===== src/design/ssi_pkg.sv =====
// Summary of operation
// - halt input cuts output, applies fault reaction
// - shorted over-travel input permits that direction
// - prohibition, selections 0 and 3: decelerate, then servo lock, no error
// - selection 1 disables prohibition: no decel, lock or error
// - selection 2 raises prohibition error 38.0
// - prohibition active for any selection except 1
// - eight selectors give function and polarity per input
// - slowdown input at search speed drops to zero-search
// - slowdown sampled but ignored in speed/force modes
// - latch trigger captures feedback pulse counter
// - latch triggers on rising edge after 2 ms low
// - latches only non-inverted, only inputs five to seven
// - monitor inputs only reported as status
// - force clamp inputs limit force to set limits
// - protection starts 1.5 s after init, extendable
// - ready needs init, main power, no error, sync
// - brake release on servo or fieldbus request
// - pole-complete output only with detection method 2
// - pole-complete stays low if estimation fails
package ssi_pkg;

	// ----------------------------------------
	// input function codes
	// ----------------------------------------
	localparam logic [3:0] FN_NONE      = 4'h0;
	localparam logic [3:0] FN_HALT      = 4'h1;
	localparam logic [3:0] FN_FWD_BLOCK = 4'h2;
	localparam logic [3:0] FN_REV_BLOCK = 4'h3;
	localparam logic [3:0] FN_SLOWDOWN  = 4'h4;
	localparam logic [3:0] FN_LATCH1    = 4'h5;
	localparam logic [3:0] FN_LATCH2    = 4'h6;
	localparam logic [3:0] FN_LATCH3    = 4'h7;
	localparam logic [3:0] FN_MONITOR0  = 4'h8;
	localparam logic [3:0] FN_MONITOR1  = 4'h9;
	localparam logic [3:0] FN_MONITOR2  = 4'ha;
	localparam logic [3:0] FN_FWD_CLAMP = 4'hb;
	localparam logic [3:0] FN_REV_CLAMP = 4'hc;

	// ----------------------------------------
	// selector field layout: [4] invert, [3:0] function
	// ----------------------------------------
	localparam int SEL_W       = 5;
	localparam int SEL_INV_BIT = 4;
	localparam int NUM_IN      = 8;
	localparam int LATCH_FIRST = 4;
	localparam int LATCH_LAST  = 6;

	// ----------------------------------------
	// setting encodings
	// ----------------------------------------
	localparam logic [1:0] PROHIB_SEL_ERR  = 2'h2;
	localparam logic [1:0] PROHIB_SEL_STOP = 2'h1;
	localparam logic [1:0] POLE_METHOD_EST = 2'h2;
	localparam logic [7:0] ERR_PROHIBIT    = 8'h26; // error 38.0 main code
	localparam logic [2:0] MODE_POS        = 3'h0;
	localparam logic [2:0] MODE_SPEED      = 3'h1;
	localparam logic [2:0] MODE_FORCE      = 3'h2;
	localparam logic [2:0] MODE_HOMING     = 3'h3;

	// ----------------------------------------
	// timing
	// ----------------------------------------
	localparam int CLK_MHZ        = 100;
	localparam int LATCH_WIDTH_MS = 2;
	localparam int LATCH_WIDTH_CY = LATCH_WIDTH_MS * 1000 * CLK_MHZ;
	localparam int INIT_MS        = 1500;
	localparam int INIT_CY        = INIT_MS * 1000 * CLK_MHZ;
	localparam int EXT_UNIT_MS    = 100;
	localparam int EXT_UNIT_CY    = EXT_UNIT_MS * 1000 * CLK_MHZ;

	typedef enum logic [1:0] {
		SSI_MOT_RUN,
		SSI_MOT_DECEL,
		SSI_MOT_LOCK,
		SSI_MOT_HALT
	} ssi_mot_t;

endpackage : ssi_pkg


===== src/design/ssi_latch_unit.sv =====
module ssi_latch_unit
	import ssi_pkg::*;
#(
	parameter int CNT_W  = 32,
	parameter int GAP_CY = 200000
) (
	// clock and reset
	input  wire logic             core_clk_in,
	input  wire logic             rst_in,
	// trigger and position
	input  wire logic             trig_in,
	input  wire logic [CNT_W-1:0] pos_in,
	// captured value
	output logic      [CNT_W-1:0] latch_out,
	output logic                  hit_out
);
	localparam int GW = $clog2(GAP_CY + 1);

	logic          prev;
	logic          next_prev;
	logic [GW-1:0] gap;
	logic [GW-1:0] next_gap;
	logic [CNT_W-1:0] next_latch;
	logic          next_hit;

	// rising edge capture, re-armed only after low for the minimum width
	always_comb begin
		next_prev  = trig_in;
		next_latch = latch_out;
		next_hit   = 1'b0;
		next_gap   = gap;
		if (trig_in) begin
			next_gap = '0;
		end else if (gap != GW'(GAP_CY)) begin
			next_gap = gap + 1'b1;
		end
		if (trig_in && !prev && gap == GW'(GAP_CY)) begin
			next_latch = pos_in;
			next_hit   = 1'b1;
		end
	end

	always_ff @(posedge core_clk_in) begin
		if (rst_in) begin
			prev      <= 1'b1;
			gap       <= '0;
			latch_out <= '0;
			hit_out   <= 1'b0;
		end else begin
			prev      <= next_prev;
			gap       <= next_gap;
			latch_out <= next_latch;
			hit_out   <= next_hit;
		end
	end
endmodule : ssi_latch_unit


===== src/design/ssi_seq_input.sv =====
module ssi_seq_input
	import ssi_pkg::*;
#(
	parameter int INIT_CYCLES = ssi_pkg::INIT_CY,
	parameter int EXT_CYCLES  = ssi_pkg::EXT_UNIT_CY,
	parameter int LATCH_CYC   = ssi_pkg::LATCH_WIDTH_CY,
	parameter int POS_W       = 32
) (
	// clock and reset
	input  wire logic                    core_clk_in,
	input  wire logic                    rst_in,
	// general-purpose inputs, bit 0 is input one
	input  wire logic [ssi_pkg::NUM_IN-1:0] general_input_in,
	input  wire logic [ssi_pkg::NUM_IN*ssi_pkg::SEL_W-1:0] input_sel_in,
	// settings
	input  wire logic [1:0]              prohib_sel_in,
	input  wire logic                    prohib_stop_lock_in,
	input  wire logic [1:0]              fault_reaction_in,
	input  wire logic [1:0]              pole_method_in,
	input  wire logic [7:0]              init_ext_in,
	input  wire logic [2:0]              ctrl_mode_in,
	// motion status
	input  wire logic                    energised_in,
	input  wire logic                    at_search_speed_in,
	input  wire logic                    stopped_in,
	input  wire logic [POS_W-1:0]        feedback_pos_in,
	// power and link status
	input  wire logic                    main_power_in,
	input  wire logic                    other_error_in,
	input  wire logic                    bus_synced_in,
	input  wire logic                    servo_brake_req_in,
	input  wire logic                    bus_brake_req_in,
	input  wire logic                    pole_est_done_in,
	input  wire logic                    pole_est_fail_in,
	// motion commands
	output logic                         cut_output_out,
	output logic [1:0]                   stop_reaction_out,
	output logic                         decel_stop_out,
	output logic                         servo_lock_out,
	output logic                         fwd_allowed_out,
	output logic                         rev_allowed_out,
	output logic                         zero_search_out,
	output logic                         fwd_clamp_out,
	output logic                         rev_clamp_out,
	// status
	output logic                         prohibit_err_out,
	output logic [7:0]                   err_code_out,
	output logic [2:0]                   monitor_out,
	output logic [3*POS_W-1:0]           latch_pos_out,
	output logic [2:0]                   latch_hit_out,
	output logic                         protect_on_out,
	output logic                         ready_out,
	output logic                         brake_release_output,
	output logic                         pole_done_out
);
	localparam int IW = $clog2(longint'(INIT_CYCLES) + longint'(EXT_CYCLES) * 255 + 1);

	// ----------------------------------------
	// synchronise and decode
	// ----------------------------------------
	logic [NUM_IN-1:0] sync1;
	logic [NUM_IN-1:0] sync2;
	logic [NUM_IN-1:0] lvl;
	logic [15:0]       fn_act;
	logic [2:0]        latch_raw;

	always_ff @(posedge core_clk_in) begin
		if (rst_in) begin
			sync1 <= '0;
			sync2 <= '0;
		end else begin
			sync1 <= general_input_in;
			sync2 <= sync1;
		end
	end

	// over-travel inputs are active when open, so a shorted (high) input allows motion
	always_comb begin
		fn_act    = '0;
		latch_raw = '0;
		lvl       = '0;
		for (int i = 0; i < NUM_IN; i++) begin
			lvl[i] = sync2[i] ^ input_sel_in[i*SEL_W+SEL_INV_BIT];
			fn_act[input_sel_in[i*SEL_W +: 4]] = fn_act[input_sel_in[i*SEL_W +: 4]] | lvl[i];
			if (i >= LATCH_FIRST && i <= LATCH_LAST && !input_sel_in[i*SEL_W+SEL_INV_BIT]) begin
				if (input_sel_in[i*SEL_W +: 4] == FN_LATCH1) latch_raw[0] = sync2[i];
				if (input_sel_in[i*SEL_W +: 4] == FN_LATCH2) latch_raw[1] = sync2[i];
				if (input_sel_in[i*SEL_W +: 4] == FN_LATCH3) latch_raw[2] = sync2[i];
			end
		end
	end

	// ----------------------------------------
	// protection start timer
	// ----------------------------------------
	logic [IW-1:0] init_cnt;
	logic [IW-1:0] next_init_cnt;
	logic [IW-1:0] init_target;
	logic          next_protect;

	always_comb begin
		init_target   = IW'(INIT_CYCLES) + IW'(init_ext_in) * IW'(EXT_CYCLES);
		next_init_cnt = init_cnt;
		next_protect  = protect_on_out;
		if (init_cnt >= init_target) begin
			next_protect = 1'b1;
		end else begin
			next_init_cnt = init_cnt + 1'b1;
		end
	end

	// ----------------------------------------
	// stop sequence
	// ----------------------------------------
	ssi_mot_t state;
	ssi_mot_t next_state;
	logic     fwd_block;
	logic     rev_block;
	logic     prohib_en;
	logic     any_block;
	logic     next_err;
	logic     next_cut;
	logic     next_decel;
	logic     next_lock;
	logic [1:0] next_react;

	always_comb begin
		prohib_en  = prohib_sel_in != PROHIB_SEL_STOP;
		fwd_block  = prohib_en && !fn_act[FN_FWD_BLOCK];
		rev_block  = prohib_en && !fn_act[FN_REV_BLOCK];
		any_block  = protect_on_out && (fwd_block || rev_block);
		next_state = state;
		next_err   = prohibit_err_out;
		next_react = fault_reaction_in;
		if (protect_on_out && prohib_sel_in == PROHIB_SEL_ERR && (fwd_block || rev_block)) begin
			next_err = 1'b1;
		end
		unique case (state)
			SSI_MOT_RUN: begin
				if (fn_act[FN_HALT] && energised_in) begin
					next_state = SSI_MOT_HALT;
				end else if (any_block && prohib_sel_in != PROHIB_SEL_ERR) begin
					next_state = SSI_MOT_DECEL;
				end
			end
			SSI_MOT_DECEL: begin
				if (fn_act[FN_HALT] && energised_in) begin
					next_state = SSI_MOT_HALT;
				end else if (stopped_in) begin
					next_state = SSI_MOT_LOCK;
				end
			end
			SSI_MOT_LOCK: begin
				if (fn_act[FN_HALT] && energised_in) begin
					next_state = SSI_MOT_HALT;
				end else if (!any_block) begin
					next_state = SSI_MOT_RUN;
				end
			end
			SSI_MOT_HALT: begin
				if (!fn_act[FN_HALT]) begin
					next_state = SSI_MOT_RUN;
				end
			end
		endcase
		next_cut   = next_state == SSI_MOT_HALT;
		next_decel = next_state == SSI_MOT_DECEL;
		// selection 1 takes lock from the stop selection setting
		next_lock  = next_state == SSI_MOT_LOCK &&
			(prohib_sel_in != PROHIB_SEL_STOP || prohib_stop_lock_in);
	end

	always_ff @(posedge core_clk_in) begin
		if (rst_in) begin
			init_cnt          <= '0;
			protect_on_out    <= 1'b0;
			state             <= SSI_MOT_RUN;
			prohibit_err_out  <= 1'b0;
			err_code_out      <= '0;
			cut_output_out    <= 1'b0;
			stop_reaction_out <= '0;
			decel_stop_out    <= 1'b0;
			servo_lock_out    <= 1'b0;
			fwd_allowed_out   <= 1'b0;
			rev_allowed_out   <= 1'b0;
		end else begin
			init_cnt          <= next_init_cnt;
			protect_on_out    <= next_protect;
			state             <= next_state;
			prohibit_err_out  <= next_err;
			err_code_out      <= next_err ? ERR_PROHIBIT : 8'h00;
			cut_output_out    <= next_cut;
			stop_reaction_out <= next_react;
			decel_stop_out    <= next_decel;
			servo_lock_out    <= next_lock;
			fwd_allowed_out   <= !fwd_block && !next_cut;
			rev_allowed_out   <= !rev_block && !next_cut;
		end
	end

	// ----------------------------------------
	// homing, clamps, monitors, status
	// ----------------------------------------
	logic next_zero;
	logic next_ready;
	logic next_pole;

	always_comb begin
		next_zero  = fn_act[FN_SLOWDOWN] && at_search_speed_in &&
			ctrl_mode_in != MODE_SPEED && ctrl_mode_in != MODE_FORCE;
		next_ready = protect_on_out && main_power_in && !other_error_in &&
			!next_err && bus_synced_in;
		next_pole  = pole_method_in == POLE_METHOD_EST && pole_est_done_in &&
			!pole_est_fail_in;
	end

	always_ff @(posedge core_clk_in) begin
		if (rst_in) begin
			zero_search_out      <= 1'b0;
			fwd_clamp_out        <= 1'b0;
			rev_clamp_out        <= 1'b0;
			monitor_out          <= '0;
			ready_out            <= 1'b0;
			brake_release_output <= 1'b0;
			pole_done_out        <= 1'b0;
		end else begin
			zero_search_out      <= next_zero;
			fwd_clamp_out        <= fn_act[FN_FWD_CLAMP];
			rev_clamp_out        <= fn_act[FN_REV_CLAMP];
			monitor_out          <= {fn_act[FN_MONITOR2], fn_act[FN_MONITOR1],
				fn_act[FN_MONITOR0]};
			ready_out            <= next_ready;
			brake_release_output <= servo_brake_req_in | bus_brake_req_in;
			pole_done_out        <= next_pole;
		end
	end

	// ----------------------------------------
	// position latches
	// ----------------------------------------
	for (genvar k = 0; k < 3; k++) begin : g_latch
		ssi_latch_unit #(
			.CNT_W  (POS_W),
			.GAP_CY (LATCH_CYC)
		) u_latch (
			.core_clk_in (core_clk_in),
			.rst_in      (rst_in),
			.trig_in     (latch_raw[k]),
			.pos_in      (feedback_pos_in),
			.latch_out   (latch_pos_out[k*POS_W +: POS_W]),
			.hit_out     (latch_hit_out[k])
		);
	end
endmodule : ssi_seq_input


===== config.mk =====
export PLATFORM = sky130hd
export DESIGN_NAME = ssi_seq_input
export DESIGN_NICKNAME = d
export VERILOG_FILES = /design/src/design/ssi_pkg.sv /design/src/design/ssi_latch_unit.sv /design/src/design/ssi_seq_input.sv
export SDC_FILE = /design/constraint.sdc
export NUM_CORES = 1
export LEC_CHECK = 0
export BUFFER_PORTS_ARGS = -buffer_cell sky130_fd_sc_hd__buf_2
export CAP_MARGIN = 5
export CORE_ASPECT_RATIO = 0.75
export CORE_MARGIN = 4
export CORE_UTILIZATION = 50
export DETAILED_ROUTE_END_ITERATION = 8
export PLACE_DENSITY = 0.71
export SLEW_MARGIN = 10
export SYNTH_ARGS = -nofsm -noshare
export SYNTH_HDL_FRONTEND = slang
export SYNTH_SLANG_ARGS = --single-unit
export TNS_END_PERCENT = 100

===== constraint.sdc =====
create_clock -name core_clk_in -period 11.2 [get_ports core_clk_in]
set_input_delay 1.68 -clock core_clk_in [delete_from_list [all_inputs] [get_ports core_clk_in]]
set_output_delay 1.68 -clock core_clk_in [all_outputs]
set_load 0.05 [all_outputs]

## After elaboration in Yosys (flattened, before gate mapping)

Memories as Yosys holds them, arrays and structs flattened.
Cells that the tools add are included.

| storage, ports and cells | value |
|---|---|
| bits in read-only memories | 16 |
| latch bits | 0 |
| bits in writable memories | 0 |
| memories | 1 |
| bits in registers | 232 |
| output and inout port bits | 125 |
| bits of input ports | 110 |

Memories:

| name | depth | bits a word | read ports | clocked after Yosys merged registers in | wr ports | line | text |
|---|---|---|---|---|---|---|---|
| (name not given) | 16 | 1 | 1 | 0 | 0 | ssi_seq_input.sv:84 | `fn_act[input_sel_in[i*SEL_W +: 4]] = fn_act[input_sel_in[i*SEL_W +: 4]] \| lvl[i];` |

| operators by class | value |
|---|---|
| multipliers | 1 |
| eq/ne operators | 27 |
| multiplexer cells | 63 |
| shifts and indexed selects | 0 |
| div/mod/pow operators | 0 |
| add/subtract/negate cells | 5 |
| bitwise operators | 18 |
| magnitude comparators | 17 |
| reductions and logical operators | 50 |

Operator list:

| kind | number |
|---|---|
| 16-bit bitwise mux | 7 |
| 18-bit by 1-bit adder with 18-bit output (second input constant) | 3 |
| 18-bit == test (second input constant) | 3 |
| 18-bit inequality test (second input constant) | 3 |
| 4-bit by 5-bit less-than comparator with 1-bit output (second input constant) | 8 |
| 4-bit by 3-bit == test with 1-bit output (second input constant) | 9 |
| 1-bit logical AND | 33 |
| 28-bit by 32-bit adder with 32-bit output (first input constant) | 1 |
| 32-bit by 1-bit adder with 32-bit output (second input constant) | 1 |
| 1-bit demux with 4-bit select | 8 |
| 32-bit greater-or-equal comparator | 1 |
| 4-bit by 1-bit greater-or-equal comparator with 1-bit output (second input constant) | 8 |
| 1-bit 2-to-1 mux | 29 |
| 1-bit binary-select mux with 4-bit select | 7 |
| 8-bit by 17-bit multiplier with 25-bit output (second input constant) | 1 |
| 16-bit AND | 1 |
| 2-bit 2-to-1 mux | 7 |
| 2-bit == test (second input constant) | 6 |
| 1-bit zero test | 11 |
| 3-bit 2-to-1 mux | 3 |
| 1-bit bitwise OR | 9 |
| 2-bit case mux with 4 select lines | 1 |
| 1-bit bitwise XOR | 8 |
| 6-bit 2-to-1 mux | 1 |
| 8 further kinds | 12 |

## Logic depth before layout (Yosys ltp)

Gate-level depths: netlist of run 1.

| logic depth | value |
|---|---|
| word-level depth | 44 |
| gate-level depth with buffers | 39 |

## Cells and area by module

Synthesis of run 1 repeated with hierarchy kept, for this count alone.

| unflattened totals | value |
|---|---|
| cells, all modules | 2186 |
| area total of the unflattened synthesis | 17028.8 um^2 |

Modules (own cells, without submodules):

| module | sequential area each (um^2) | instances | area an instance (um^2) | cells an instance |
|---|---|---|---|---|
| ssi_seq_input | 1361.3 | 1 | 10328.7 | 1418 |
| ssi_latch_unit | 1041.0 | 3 | 2233.4 | 256 |

## Least setup slack after synthesis of run 1

No wires, ideal clock.

| path | value |
|---|---|
| path type | input to register |
| start | input port init_ext_in[3] |
| end | register init_cnt[22] |
| required time | 11.129 ns |
| cell stages on the path | 38 |
| arrival | 8.453 ns |
| library setup time | 0.071 ns |
| slack | 2.676 ns |
| cells stage by stage | ha_1 -> ha_1 -> inv_1 -> fa_1 -> fa_1 -> inv_1 -> ha_1 -> a21o_1 -> a21oi_1 -> o21bai_1 -> a21oi_1 -> o21bai_1 -> a21oi_1 -> o21bai_1 -> a21oi_1 -> o21bai_1 -> a21oi_1 -> o21bai_1 -> [... 2 more ...] -> a211oi_1 -> xor2_1 -> xor2_1 -> ha_1 -> nor2b_1 -> o21ai_0 -> nand2b_1 -> a21oi_1 -> nor2b_1 -> o21ai_0 -> nand2b_1 -> nor3_1 -> o211a_1 -> o2111ai_1 -> or2_2 -> clkbuf_1 -> or3_1 -> a21oi_1 |

| between the ends | value |
|---|---|
| longest elaborated chain between the ends | 3 |

RTL lines:

| what | line | text |
|---|---|---|
| from (decl) | ssi_seq_input.sv:20 | `input wire logic [7:0] init_ext_in,` |
| 8-bit by 17-bit multiplier with 25-bit output | ssi_seq_input.sv:102 | `init_target = IW'(INIT_CYCLES) + IW'(init_ext_in) * IW'(EXT_CYCLES);` |
| 28-bit by 32-bit adder with 32-bit output | ssi_seq_input.sv:102 |  |
| 32-bit greater-or-equal comparator | ssi_seq_input.sv:105 | `if (init_cnt >= init_target) begin` |
| to (signal assigned) | ssi_seq_input.sv:187 | `init_cnt <= next_init_cnt;` |
| to (decl) | ssi_seq_input.sv:96 | `logic [IW-1:0] init_cnt;` |

Every way passes these cells.
A chain may end at the register's enable or synchronous reset.

## Final worst setup path of run 1

Same ends and word-level chain as after synthesis.

==> flow_summary_export.csv, run 1 <==
group,metric,value,unit
setup_path,cp_data_arrival_time,9.37,ns
pwr,power,2480,uW
synth,ys_warn_count,0,
synth,synth_cells,2130,
clocking,post_cts_resized,0,
clocking,htreeDepth,1,
global_routing,grt_pass1_wl,81.3,mm
placement,placedCellCount,2702,
synth,synth_cell_types,108,
clocking,cts_sinks,224,
hold_path,min_path_type,"reg -> reg",
setup_path,critPathKind,"in -> reg",
clocking,cts_tree,"yes",
synth,synth_edf_count,0,
synth,netlist_area,16200,um2
clocking,cts_inserted_buffers,23,
layout,final_util,58.0,%
synth,ys_seq_area_share,27.7,%
layout,num-fill-cells,3001,
floorplan,initial_core_util,51.2,%
placement,post-dp-hpwl,39.8,mm
sta,hold_viol_final,0,
detailed_routing,vias,16438,
setup_path,critPathMaxStageDelay,0.51,ns
sta,setup_tns,0,ns
floorplan,io_pins,235,
sta,tightestPinTransition,1.04,ns
sta,rsz0062_at_grt,"false",
floorplan,die_h,164,um
floorplan,coreArea,31600,um2
synth,ys_ff_latch,224,
synth,ys_async_sr_fraction,0,%
setup_path,critPathSlowestCell,"fa_1",
sta,min_period_over_period,79.5,%
detailed_routing,drc,0,
flow_run,maxCapViolations,0,
layout,antennaDiodeCount,0,
layout,area_growth,13.3,%
detailed_routing,finalWirelength,52.0,mm
hold_path,holdCritStartpoint,"g_latch[1].u_latch.prev$_SDFF_PP1_",
synth,netlist_top_cells_count,"nand2_1, dfxtp_1, nor2_1",
layout,final_cells,2744,
sta,final.setup_skew,0.0149,ns
global_routing,grt_max_degree,101,
synth,syn_area_per_cell,7.59,um2
pwr,leakagePower,0.00746,uW
sta,drv_slew,0,
setup_path,cp_max_fo,25,
clocking,postCtsSetupBuffers,0,
global_routing,antenna_found_initial,1,
global_routing,grt-ovfl-total,0,
clocking,hold_buffers,0,
pwr,power_density,135,nW/um2
sta,fmax,112,MHz
layout,fin_nets,2524,
synth,yosysTopAreaCell,"dfxtp_1",
setup_path,path_common_cell,"a21oi_1",
placement,place_congestion,1.02,
synth,synthTopCellsByArea,"dfxtp_1, nand2_1, ha_1",
pwr,ir_drop,101,uV
synth,synth.most_common_cell,"nand2_1",
global_routing,grt_pass1_vias,15122,
sta,setup_violations,0,
detailed_routing,drtIter0Drc,1578,
clocking,clk_latency,0.54,ns
global_routing,grtUsageTotal,27.9,%
clocking,clk_transition_reported_paths,0.07,ns
synth,ys.flop_type,"dfxtp_1",
setup_path,startpoint,"init_ext_in[3]",
setup_path,crit_required,11.66,ns
setup_path,cp-start-kind,"input pin",
detailed_routing,viasPerCell,5.99,
setup_path,crit_path_end_kind,"flop",
clocking,cts_buffer_depth,3,
setup_path,r2r-start,"sync2[0]$_SDFF_PP0_",
detailed_routing,antenna_left,0,
sta,min_period,8.91,ns
floorplan,dieArea,35300,um2
layout,layout-drive-gt1-share,15.0,%
clocking,clockRootBuffer,"clkbuf_16",
detailed_routing,drt_first_pass_iters,5,
synth,synth_top_area_share,27.7,%
placement,numPortBuffers,229,
floorplan,die_width,216,um
floorplan,fp-row-count,56,
detailed_routing,avgRoutedWirePerCell,19.0,um
sta,relSlewSlack,30.7,%
run_status,status,"complete, no violations",
-- flip-flops by register name, indices dropped and copies added (netlist names), 2 cells and up --
register and flops:
sync2 8, sync1 8, state 2, monitor_out 3, init_cnt 32, g_latch.u_latch.prev 3
g_latch.u_latch.gap 54, g_latch.u_latch.latch_out 96, g_latch.u_latch.hit_out 3, stop_reaction_out 2
-- path summary, 6_finish.rpt --
path	endpoint	slack [ns]	cells past startpoint
hold reg to reg	g_latch[1].u_latch.hit_out$_SDFF_PP0_	0.43	1
setup reg to reg	err_code_out[2]$_SDFF_PP0_	4.22	19
setup / recovery	init_cnt[22]$_SDFFE_PP0N_	2.29	39
hold / removal	g_latch[1].u_latch.hit_out$_SDFF_PP0_	0.43	1
-- worst max-delay path, delay by kind of cell --
kind                       cells  cell delay (ns)
AOI/OAI and AO/OA             19             3.18
xor gates and xnor gates       2             0.46
adders and majority gates      6             2.19
buffers and inverters          4             0.47
and+or+nand+nor                8             1.37
-- power by group --
group          leakage, uW  switching [uW]  total (uW)  internal, uW
clock             0.000400             338         824           486
combinational      0.00524             506         836           330
sequential         0.00181            8.24         816           808
-- layout make-up --
type                    instances  area, um2  share of cell area (%)
flip-flops and latches        224       4480                    24.5
inverters                      91        342                    1.86
clock inverters                12        169                   0.922
clock buffers                  30        652                    3.56
repair buffers                242       1250                    6.80
well taps                     435        544                    2.97
multi-input cells            1710      10900                    59.4
-- routing by layer --
metal | GRT usage [%] | part of all wire (%) | vias up
met5 | 2.50 | 0.27 | -
met4 | 5.71 | 1.9 | 4
met3 | 6.05 | 9.4 | 78
met2 | 41.9 | 42 | 763
met1 | 41.1 | 46 | 7755
li1 | - | - | 7838
-- kinds of logic (layout without fill, tap and decap cells) --
kind of cell	count (synthesis)	after routing	synth area share [%]
other	1	5	0.0232
AO/OA/AOI/OAI	480	480	20.4
AND/OR/NAND/NOR	962	962	28.6
buffers and inverters	200	375	5.06
multiplexers	8	8	0.503
XOR/XNOR	133	133	7.25
flip-flops	224	224	27.7
adder cells (fa/ha/maj)	122	122	10.4
-- metrics by stage --
stage | hold WS, ns | worst slack (ns) | instance area, um2
3_3_place_gp | 0.413 | 2.01 | 17500
5_1_grt | 0.447 | 1.65 | 18300
3_5_place_dp | 0.420 | 1.77 | 17500
4_1_cts | 0.430 | 2.29 | 18300
2_1_floorplan | 0.400 | 2.68 | 16200
6_report | 0.428 | 2.29 | 18300
-- placed cells by master, fill, tap and decap left out, types with 10 or more instances in the layout --
master	instances
nand3_1	75
o21ai_0	51
o211ai_1	17
o22ai_1	14
nor2_1	202
a32oi_1	10
nor3_1	61
a21oi_1	168
nor4_1	22
and3_1	29
or2_2	16
inv_1	90
a211oi_1	23
ha_1	102
o21bai_1	14
xnor2_1	78
xor2_1	54
and2_1	25
clkbuf_16	23
fa_1	20
nor2b_1	48
nor3b_1	13
buf_4	14
a21o_1	20
nand2b_1	31
dfxtp_1	224
a31oi_1	24
or3_1	13
nand4_1	24
nand2_1	357
buf_2	228
Note: power is estimated with default switching activity, not from simulation.
==> inputs of run 2 (changes only) <==
Settings changed: PLACE_DENSITY 0.71 to 0.74.
Clock period 11.2 ns to 8.1 ns, I/O delays scaled along.
==> flow_summary_export.csv, run 2 (synthesis gave the netlist of run 1 again) <==
group,metric,value,unit
run_status,status,"complete, no violations",
layout,largest_register,"g_latch.u_latch.latch_out",
setup_path,crit_required,8.54,ns
pwr,swShare,34.1,%
setup_path,cp-start-kind,"input pin",
layout,fin_nets,2581,
detailed_routing,drc,0,
floorplan,initial_core_util,51.2,%
setup_path,cp_data_arrival_time,8.20,ns
setup_path,r2r-start,"sync2[0]$_SDFF_PP0_",
pwr,comb_power_share,37.6,%
pwr,p_sw,1260,uW
layout,layout_commonest_cell,"nand2_1",
setup_path,critPathMaxStageDelay,0.51,ns
sta,setup_violations,0,
floorplan,coreArea,31600,um2
layout,multi_input_area,11100,um2
global_routing,grt_pass1_vias,15635,
layout,largest_register_ffs,96,
floorplan,io_pins,235,
placement,placedCellCount,2754,
clocking,clk_latency,0.54,ns
pwr,p_int,2440,uW
setup_path,reg2reg_depth,19,
detailed_routing,antenna_left,0,
detailed_routing,drtIter0Drc,1731,
clocking,clockRootBuffer,"clkbuf_16",
layout,top_regs,"g_latch.u_latch.latch_out (96), g_latch.u_latch.gap (54), init_cnt (32)",
clocking,cts_inserted_buffers,24,
clocking,clk_transition_reported_paths,0.06,ns
floorplan,die_h,164,um
detailed_routing,drt_first_pass_iters,5,
setup_path,cp_max_fo,7,
clocking,cts_tree,"yes",
global_routing,grt_max_degree,90,
sta,relSlewSlack,34.0,%
setup_path,path_common_cell,"a21oi_2",
hold_path,min_path_type,"reg -> reg",
placement,place_congestion,1.04,
setup_path,crit_path_end_kind,"flop",
floorplan,die_width,216,um
sta,final.setup_skew,0.0311,ns
sta,min_period_over_period,95.8,%
setup_path,rr_endpoint,"servo_lock_out$_SDFF_PP0_",
detailed_routing,avgRoutedWirePerCell,18.8,um
detailed_routing,viasPerCell,5.94,
pwr,ir_drop,137,uV
clocking,cts_buffer_depth,3,
setup_path,startpoint,"init_ext_in[3]",
pwr,pwr-share-seq,30.5,%
setup_path,critPathSlowestCell,"fa_1",
setup_path,rrSetupSlack,1.48,ns
detailed_routing,vias,16657,
clocking,cts_sinks,224,
global_routing,antenna_found_initial,1,
floorplan,fp-row-count,56,
placement,dp_slack,-0.391,ns
sta,hold_viol_final,0,
floorplan,dieArea,35300,um2
setup_path,critPathKind,"in -> reg",
sta,drv_slew,0,
layout,layout-drive-gt1-share,18.4,%
flow_run,maxCapViolations,0,
sta,fin_ws,0.340,ns
layout,final_cell_mix,"nand2_1, buf_2, dfxtp_1",
sta,tightestPinTransition,0.989,ns
detailed_routing,finalWirelength,52.7,mm
global_routing,grt_pass1_wl,81.9,mm
sta,min_period,7.76,ns
global_routing,grtUsageTotal,27.9,%
layout,final_cells,2803,
setup_path,critPathCapture,"init_cnt[28]$_SDFFE_PP0N_",
layout,num-fill-cells,2892,
layout,regArea,4480,um2
placement,numPortBuffers,229,
sta,fmax,129,MHz
pwr,power_density,195,nW/um2
clocking,htreeDepth,1,
global_routing,grt-ovfl-total,0,
pwr,leakagePower,0.00779,uW
placement,post-dp-hpwl,39.7,mm
layout,area_growth,17.4,%
pwr,clockPowerShare,31.9,%
## run 2: changes by cell type in the layout (fill, tap and decap cells not counted), sizes merged
cell	previous run	this run
clkbuf	30	28
diode	0	1
inv	92	91
clkinv	6	10
buf	242	298
bufinv	3	4
## run 2: timing repair
| item | in CTS | in global routing |
|---|---|---|
| buffers inserted | 0 | 3 |
| endpoints found under the setup margin | 0 | 33 |
| resized for setup | 0 | 40 |
| hold buffers | 0 | 0 |
## run 2: power by group through the flow
stage / logic, uW / registers (uW) / clock network [uW]
CTS: 1290 / 1130 / 1200
finish: 1390 / 1130 / 1180
global route: 1540 / 1130 / 1250
global placement: 1250 / 1150 / 0
floorplan: 869 / 1170 / 0
detailed placement: 1280 / 1150 / 0
## run 2: layout make-up
cell class	instances	area share, %
sequential	224	23.6
clock buffer	28	3.40
multi-input combinational	1710	58.3
antenna	1	0.0132
tap	435	2.87
timing repair buffer	298	8.79
clock inverter	16	1.17
inverter	91	1.80
## run 2: worst min-delay path by stage
stage / startpoint / to / slack [ns] / depth (start not counted)
2_1_floorplan: g_latch[0].u_latch.prev$_SDFF_PP1_ / g_latch[0].u_latch.hit_out$_SDFF_PP0_ / 0.40 / 1
3_3_place_gp: g_latch[1].u_latch.prev$_SDFF_PP1_ / g_latch[1].u_latch.hit_out$_SDFF_PP0_ / 0.41 / 1
3_5_place_dp: g_latch[1].u_latch.prev$_SDFF_PP1_ / g_latch[1].u_latch.hit_out$_SDFF_PP0_ / 0.42 / 1
4_1_cts: g_latch[1].u_latch.prev$_SDFF_PP1_ / g_latch[1].u_latch.hit_out$_SDFF_PP0_ / 0.43 / 1
5_1_grt: sync1[7]$_SDFF_PP0_ / sync2[7]$_SDFF_PP0_ / 0.44 / 1
6_report: sync1[7]$_SDFF_PP0_ / sync2[7]$_SDFF_PP0_ / 0.43 / 1
## run 2: per-stage QoR
stage	area [um2]	TNS [ns]	util (%)	power, uW	hold slack [ns]
floorplan	16200	0	-	2040	0.400
global placement	17900	-1.13	56.6	2400	0.409
detailed placement	17900	-8.51	56.6	2440	0.421
CTS	18800	0	59.3	3630	0.431
global route	19000	-2.52	60.0	3920	0.443
finish	19000	0	60.0	3710	0.426
## run 2: routing by layer
| metal | vias up | track usage [%] | wire, um |
|---|---|---|---|
| met5 | - | 0 | 0 |
| met4 | 0 | 6.26 | 1100 |
| li1 | 7943 | - | - |
| met2 | 770 | 44.7 | 23300 |
| met3 | 89 | 6.60 | 5230 |
| met1 | 7855 | 38.6 | 23000 |
## run 2: critical path, delay by kind of cell
kind / cells / cell delay, ns
xor gates and xnor gates: 2 / 0.47
AOI/OAI and AO/OA: 19 / 2.78
adders and majority gates: 6 / 2.01
and+or+nand+nor: 8 / 1.24
buffers and inverters: 5 / 0.50
==> inputs of run 3 (changes only) <==
Settings changed: CORE_UTILIZATION 50 to 40, PLACE_DENSITY 0.74 to not set.
==> flow_summary_export.csv, run 3 (synthesis gave the netlist of run 1 again) <==
group,metric,value,unit
detailed_routing,drc,0,
clocking,htreeDepth,1,
setup_path,cp-start-kind,"input pin",
placement,numPortBuffers,229,
layout,area_growth,17.3,%
pwr,power_density,190,nW/um2
floorplan,dieArea,43700,um2
clocking,cts_buffer_depth,3,
global_routing,grt_max_degree,78,
setup_path,reg2reg_depth,19,
detailed_routing,vias,16444,
detailed_routing,viasPerCell,5.69,
floorplan,die_width,240,um
flow_run,maxCapViolations,0,
clocking,cts_tree,"yes",
layout,top_regs,"g_latch.u_latch.latch_out (96), g_latch.u_latch.gap (54), init_cnt (32)",
clocking,clockRootBuffer,"clkbuf_16",
floorplan,coreArea,39700,um2
global_routing,grt_pass1_vias,15567,
run_status,status,"complete, no violations",
setup_path,critPathSlowestCell,"fa_1",
sta,min_period_over_period,94.6,%
layout,largest_register_ffs,96,
clocking,clk_transition_reported_paths,0.06,ns
layout,layout_commonest_cell,"nand2_1",
hold_path,min_path_type,"reg -> reg",
detailed_routing,avgRoutedWirePerCell,18.1,um
clocking,clk_latency,0.53,ns
global_routing,grt_pass1_wl,82.7,mm
setup_path,crit_path_end_kind,"flop",
pwr,leakagePower,0.00776,uW
layout,num-fill-cells,3969,
layout,final_util,47.7,%
layout,layout-drive-gt1-share,18.0,%
floorplan,fp-row-count,63,
setup_path,crit_required,8.53,ns
sta,final.setup_skew,0.0262,ns
sta,drv_slew,0,
pwr,ir_drop,165,uV
floorplan,initial_core_util,40.7,%
setup_path,critPathMaxStageDelay,0.51,ns
detailed_routing,drtIter0Drc,1648,
clocking,cts_inserted_buffers,23,
clocking,cts_sinks,224,
sta,relSlewSlack,35.7,%
sta,min_period,7.67,ns
hold_path,holdCritStartpoint,"g_latch[1].u_latch.prev$_SDFF_PP1_",
hold_path,hold_depth,1,
detailed_routing,finalWirelength,52.4,mm
floorplan,io_pins,235,
sta,tightestPinTransition,0.964,ns
placement,place_congestion,0.966,
setup_path,r2r-start,"sync2[0]$_SDFF_PP0_",
hold_path,min_to,"g_latch[1].u_latch.hit_out$_SDFF_PP0_",
sta,fmax,130,MHz
sta,holdWs,0.433,ns
placement,dpl-instance-area,18100,um2
layout,fin_area,19000,um2
setup_path,cp_data_arrival_time,8.10,ns
global_routing,grt-ovfl-total,0,
layout,fin_nets,2585,
setup_path,cp_max_fo,8,
setup_path,rr_endpoint,"cut_output_out$_SDFF_PP0_",
sta,hold_viol_final,0,
clocking,hold_buffers,0,
detailed_routing,drt_first_pass_iters,6,
sta,setup_violations,0,
detailed_routing,antenna_left,0,
setup_path,rrSetupSlack,1.50,ns
layout,final_cell_mix,"nand2_1, buf_2, dfxtp_1",
global_routing,antenna_found_initial,4,
placement,post-dp-hpwl,40.3,mm
global_routing,grtUsageTotal,22.8,%
setup_path,critPathKind,"in -> reg",
layout,largest_register,"g_latch.u_latch.latch_out",
floorplan,die_h,182,um
-- run 3: cell count changes in the layout (fill, tap and decap cells not counted), moves of 3 or more --
cell      change
a21oi_1       +4
buf_4         +6
o21ai_0       +3
o21ai_1       -3
a21oi_2       -4
diode_2       +4
clkinv_4      -3
-- run 3: worst max-delay path: cells and delay by family --
| kind | cells | cell delay (ns) |
|---|---|---|
| and+or+nand+nor | 10 | 1.51 |
| AOI/OAI and AO/OA | 15 | 2.13 |
| xor gates and xnor gates | 2 | 0.53 |
| buffers and inverters | 5 | 0.51 |
| adders and majority gates | 6 | 2.19 |
-- run 3: per-layer routing --
metal	share of wire, %	global-route usage [%]	up-vias
met1	46	32.8	7767
met3	7.6	3.82	80
met4	2.1	5.72	0
met5	0	0	-
met2	44	35.7	651
li1	-	-	7946
-- run 3: repair_timing --
action / 4_1_cts / 5_1_grt
endpoints found under the setup margin: 0 / 31
gates resized for setup: 0 / 28
setup buffers: 0 / 1
-- run 3: worst max-delay path by stage --
stage / slack, ns / to / depth (start not counted) / startpoint
2_1_floorplan: 0.04 / init_cnt[22]$_SDFFE_PP0N_ / 38 / init_ext_in[3]
3_3_place_gp: -0.19 / init_cnt[28]$_SDFFE_PP0N_ / 38 / init_ext_in[4]
3_5_place_dp: -0.38 / init_cnt[28]$_SDFFE_PP0N_ / 38 / init_ext_in[4]
4_1_cts: 0.10 / init_cnt[22]$_SDFFE_PP0N_ / 38 / init_ext_in[4]
5_1_grt: -0.06 / init_cnt[22]$_SDFFE_PP0N_ / 39 / init_ext_in[4]
6_report: 0.43 / init_cnt[28]$_SDFFE_PP0N_ / 38 / init_ext_in[4]
-- run 3: cell type report --
type / instances / area (um2) / share of cell area [%]
antenna: 5 / 12.5 / 0.0660
clock buffer: 29 / 648 / 3.42
clock inverter: 9 / 115 / 0.607
inverter: 91 / 342 / 1.80
multi-input combinational: 1710 / 11000 / 58.0
sequential: 224 / 4480 / 23.7
tap: 520 / 651 / 3.43
timing repair buffer: 303 / 1710 / 9.01
-- run 3: metrics by stage --
step | instances | worst slack [ns] | total power (uW) | TNS, ns
floorplan | 2134 | 0.0411 | 2040 | 0
global placement | 2847 | -0.194 | 2470 | -3.22
detailed placement | 2847 | -0.378 | 2500 | -8.03
CTS | 2885 | 0.102 | 3580 | 0
global route | 2890 | -0.0611 | 3840 | -0.293
finish | 2891 | 0.434 | 3600 | 0
-- run 3: report_power, final --
part / internal (uW) / total (uW) / leakage (uW) / switching [uW]
Combinational: 646 / 1400 / 0.00557 / 757
Sequential: 1120 / 1130 / 0.00181 / 11.0
Clock: 630 / 1070 / 0.000372 / 441
